**config.mk**
```make
export PLATFORM = sky130hd
export DESIGN_NAME = slpc_limit_check
export DESIGN_NICKNAME = d
export VERILOG_FILES = /design/src/core/slpc_pkg.sv /design/src/core/slpc_limit_check.sv
export SDC_FILE = /design/constraint.sdc
export NUM_CORES = 1
export LEC_CHECK = 0
export ABC_AREA = 1
export CAP_MARGIN = 30
export CORE_AREA = 2 2 98 100
export DETAILED_ROUTE_END_ITERATION = 8
export DIE_AREA = 0 0 100 102
export DONT_BUFFER_PORTS = 1
export SYNTH_ARGS = -nofsm -noshare
export SYNTH_HDL_FRONTEND = slang
export SYNTH_SLANG_ARGS = --single-unit
```
**constraint.sdc**
```tcl
create_clock -name vclk -period 4.5
set_clock_uncertainty 0.05 [all_clocks]
set_input_delay 0.225 -clock vclk [all_inputs]
set_output_delay 0.225 -clock vclk [all_outputs]
set_load 0.02 [all_outputs]
```
**src/core/slpc_pkg.sv**
```systemverilog
package slpc_pkg;

    // ------------------------------------------------------------
    // Register byte offsets on the bus.
    // ------------------------------------------------------------
    localparam logic [7:0] REG_CTRL    = 8'h00;
    localparam logic [7:0] REG_DESC_LO = 8'h04;
    localparam logic [7:0] REG_DESC_HI = 8'h08;
    localparam logic [7:0] REG_CODE_HI = 8'h0C;
    localparam logic [7:0] REG_SEL     = 8'h10;
    localparam logic [7:0] REG_PAGE    = 8'h14;
    localparam logic [7:0] REG_GDT_LIM = 8'h18;
    localparam logic [7:0] REG_IDT_LIM = 8'h1C;
    localparam logic [7:0] REG_LDT_LIM = 8'h20;
    localparam logic [7:0] REG_TSS_LIM = 8'h24;
    localparam logic [7:0] REG_STATUS  = 8'h28;
    localparam logic [7:0] REG_FAULTS  = 8'h2C;

    // ------------------------------------------------------------
    // Field positions.
    // ------------------------------------------------------------
    localparam int CTRL_PE    = 0;
    localparam int CTRL_PG    = 1;
    localparam int CTRL_LMA   = 2;
    localparam int CTRL_WP    = 3;
    localparam int CTRL_W     = 4;
    localparam int DH_TYPE_LO = 8;
    localparam int DH_TYPE_HI = 11;
    localparam int DH_E       = 10;
    localparam int DH_S       = 12;
    localparam int DH_DPL_LO  = 13;
    localparam int DH_DPL_HI  = 14;
    localparam int DH_LIM_LO  = 16;
    localparam int DH_LIM_HI  = 19;
    localparam int DH_L       = 21;
    localparam int DH_DB      = 22;
    localparam int DH_G       = 23;
    localparam int DL_LIM_HI  = 15;
    localparam int SEL_RPL_HI = 1;
    localparam int SEL_TI     = 2;
    localparam int SEL_IDX_LO = 3;
    localparam int SEL_CS_LO  = 16;
    localparam int PTE_RW     = 1;
    localparam int PTE_US     = 2;

    // ------------------------------------------------------------
    // Reset values and fixed figures.
    // ------------------------------------------------------------
    localparam logic [31:0] RST_WORD    = 32'h0000_0000;
    localparam logic [15:0] RST_TBL_LIM = 16'hFFFF;
    localparam logic [31:0] UPPER_BIG   = 32'hFFFF_FFFF;
    localparam logic [31:0] UPPER_SMALL = 32'h0000_FFFF;
    localparam logic [11:0] GRAN_FILL   = 12'hFFF;
    localparam logic [2:0]  ENTRY_FILL  = 3'h7;
    localparam logic [1:0]  PRIV_USER   = 2'h3;

    // Kinds of check request.
    typedef enum logic [1:0]
    {
        KIND_SEG = 2'h0,
        KIND_SEL = 2'h1,
        KIND_IDT = 2'h2,
        KIND_TSS = 2'h3
    } slpc_kind_t;

    // Operating modes as shown in status.
    typedef enum logic [1:0]
    {
        MODE_REAL   = 2'h0,
        MODE_PROT   = 2'h1,
        MODE_COMPAT = 2'h3,
        MODE_LONG   = 2'h2
    } slpc_mode_t;

    // Bytes beyond the first touched by an access of a given size.
    function automatic logic [32:0] sizeAdj(input logic [1:0] size);
        logic [32:0] adj;
        adj = {30'h0, 3'h7} >> (2'h3 - size);
        return adj;
    endfunction

    // Byte-lane merge of a bus write into a register.
    function automatic logic [31:0] laneMerge(
        input logic [31:0] old,
        input logic [31:0] dat,
        input logic [3:0]  sel
    );
        logic [31:0] res;
        res = old;
        for (int i = 0; i < 4; i++)
        begin
            if (sel[i])
            begin
                res[i*8 +: 8] = dat[i*8 +: 8];
            end
        end
        return res;
    endfunction

endpackage

```
**src/core/slpc_limit_check.sv**
```systemverilog
`timescale 1ns/100ps
module slpc_limit_check
    import slpc_pkg::*;
(
    input  wire logic [31:0] descLo,
    input  wire logic [31:0] descHi,
    input  wire logic [31:0] offset,
    input  wire logic [1:0]  size,
    output logic             limitOver
);

    logic [19:0] rawLimit;
    logic [31:0] effLimit;
    logic [32:0] lastByte;
    logic [31:0] upper;
    logic        expDown;

    // ------------------------------------------------------------
    // Effective limit from the raw field and granularity.
    // ------------------------------------------------------------
    // Raw limit joins the low and high limit fields.
    assign rawLimit = {descHi[DH_LIM_HI:DH_LIM_LO], descLo[DL_LIM_HI:0]};
    // Page granularity leaves the low twelve offset bits unchecked.
    assign effLimit = descHi[DH_G] ? {rawLimit, GRAN_FILL}
                                   : {12'h000, rawLimit};
    // Expand-down only applies to data descriptors.
    assign expDown  = descHi[DH_S] && !descHi[DH_TYPE_HI] && descHi[DH_E];
    assign upper    = descHi[DH_DB] ? UPPER_BIG : UPPER_SMALL;
    // Last byte touched, kept one bit wider to avoid wrap.
    assign lastByte = {1'b0, offset} + sizeAdj(size);

    // ------------------------------------------------------------
    // Range test for normal and expand-down segments.
    // ------------------------------------------------------------
    // The offset range test for both segment directions.
    always_comb
    begin
        if (expDown)
        begin
            limitOver = (offset <= effLimit) || (lastByte > {1'b0, upper});
        end
        else
        begin
            limitOver = lastByte > {1'b0, effLimit};
        end
    end

endmodule

```
==> qor.yml <==
row_count: 35
status: "completed"
rsz0062_at_grt: "no"
crit_arrival_ns: 3.68
grtUsageTotal: 0.187
setup_viol: 0
preCtsSetupSlack_ns: 0.568
final_common_cell: "nand2_1"
yosysSeqAreaShare: 0
layout-drive-gt1-share: 0.0461
ant_nets: 0
hold_buffers: 0
max_freq_mhz: 253
path_common_cell: "nand2_1"
period_needed_ns: 3.95
ir_worst_vdd_uv: 40.7
cp_slowest_cell: "nor4_4"
worst_pin_slew_ns: 0.593
port_buffers: 0
grt_pass1_vias: 3241
hpwl_um: 8510
fin_total_pwr_w: 0.000270
worstSetupPathType: "primary input to primary output"
dr.pass1.iters: 4
nFillCells: 1027
min_path_type: "primary input to primary output"
drc: 0
synth.distinct_cells: 37
worst_slack_ns: 0.545
whs_endpoint: "limitOver"
period_share: 0.879
num_vias: 3259
seqCellArea_um2: 0
path_max_fanout: 8
mostFrequentLayoutCells: "nand2_1, ha_1, inv_1"
num_io_pins: 99
gr-total-overflow: 0
synthCells: 503
drt-initial-drc-count: 106
synthToLayoutAreaGrowth_pct: 3.94
multi_input_area_um2: 2890
startpoint_type: "primary input"
grt_pass1_wl_um: 15500
vias_per_cell: 5.34
synth_area_um2: 3140
nFlopsAndLatches: 0
setup_tns_ns: 0
worst-path-stages: 24
nets: 683
die_w_um: 100
slew_headroom: 0.604
hold_viol_final: 0
synth_warnings: 0
min_path_cells: 3
dieArea_um2: 10200
stdcell_count: 610
grt_max_degree: 33
antenna_found_initial: 0
syn_area_per_cell_um2: 6.25
antenna_cells: 0
core_area_um2: 9110
cp-end-kind: "primary output"
p_leak_nw: 1.68
cts_resized: 0
worstPathRequired_ns: 4.22
critPathBufInv: 0
gp_congestion: 0.884
drt_wl_total_um: 9430
min_from: "descHi[11]"
cp_top_family: "simple AND/OR/NAND/NOR gates"
post_cts_buffers: 0
clockBufferCount: 0
die_h_um: 102
dpl.cell_count: 610
cp_slowest_stage_delay_ns: 0.29
maxCapViolations: 0
p_per_area_nw_per_um2: 82.7
wl_per_cell_um: 15.5
hold_ws_ns: 0.638
synth_nets: 685
slew_violations: 0
crit_chain: "or2_2, ha_1, fa_1, nand3_1, nand2_2, nand2_2, nor2_2, nand4_2, nor4_4, nand2_2, nor2_1, xor2_1, ha_1, nand2_1, nor2_1, nand3_1, nor2_1, nand3_1, nor3b_1, nand2_1, nand2_1, nand2_1, nand2_1, nand2_1"
initial_core_util: 0.345
[stage by stage]
step | cell area (µm²) | utilization
after CTS | 3270 | 0.359
after global routing | 3270 | 0.359
final | 3270 | 0.359
after floorplan | 3140 | -
after detailed placement | 3270 | 0.359
after global placement | 3270 | 0.359
[area by class of cell]
class / instances / share of cell area
inverters: 62 / 0.0713
multi-input cells: 437 / 0.886
well taps: 111 / 0.0425
[cell families (layout without fill, tap and decap cells)]
group	count (synthesis)	in the layout	synth area share
muxes	8	8	0.0255
adders and majority gates	84	84	0.337
xor gates and xnor gates	17	17	0.0474
buffers and inverters	66	62	0.0789
AOI/OAI and AO/OA	70	70	0.128
and+or+nand+nor	258	258	0.384
[cells in the mapped netlist, types with 3 or more instances]
master,count,area share
clkbuf_1,3,0.0036
nand2_2,8,0.016
o21bai_1,4,0.0096
o21ai_0,13,0.021
xor2_1,13,0.036
inv_1,61,0.073
nor3_1,11,0.018
nand2_1,122,0.15
ha_1,83,0.33
a21oi_1,39,0.062
xnor2_1,4,0.011
mux2i_1,8,0.025
nor2_1,55,0.066
nand3_1,24,0.038
a21o_1,3,0.0072
nand4_1,20,0.040
o211ai_1,4,0.0096
o21a_1,3,0.0072
[worst max path at each step]
stage	from	end	slack (ns)
2_1_floorplan	size[0]	limitOver	1.06
3_3_place_gp	size[0]	limitOver	0.60
3_5_place_dp	size[0]	limitOver	0.57
4_1_cts	size[0]	limitOver	0.54
5_1_grt	size[0]	limitOver	0.12
6_report	size[0]	limitOver	0.55
[metal layers]
metal,vias up,GRT usage,share of wire
li1,1709,-,-
met1,1460,0.242,0.45
met2,78,0.348,0.48
met3,12,0.00616,0.047
met4,0,0.0348,0.020
met5,-,0,0
[power by group]
part / leakage [nW] / switching, W / internal [W]
Clock: 0 / 0 / 0
Sequential: 0 / 0 / 0
Combinational: 1.68 / 0.000163 / 0.000107
Total: 1.68 / 0.000163 / 0.000107
Note: power is estimated with default switching activity, not from simulation.
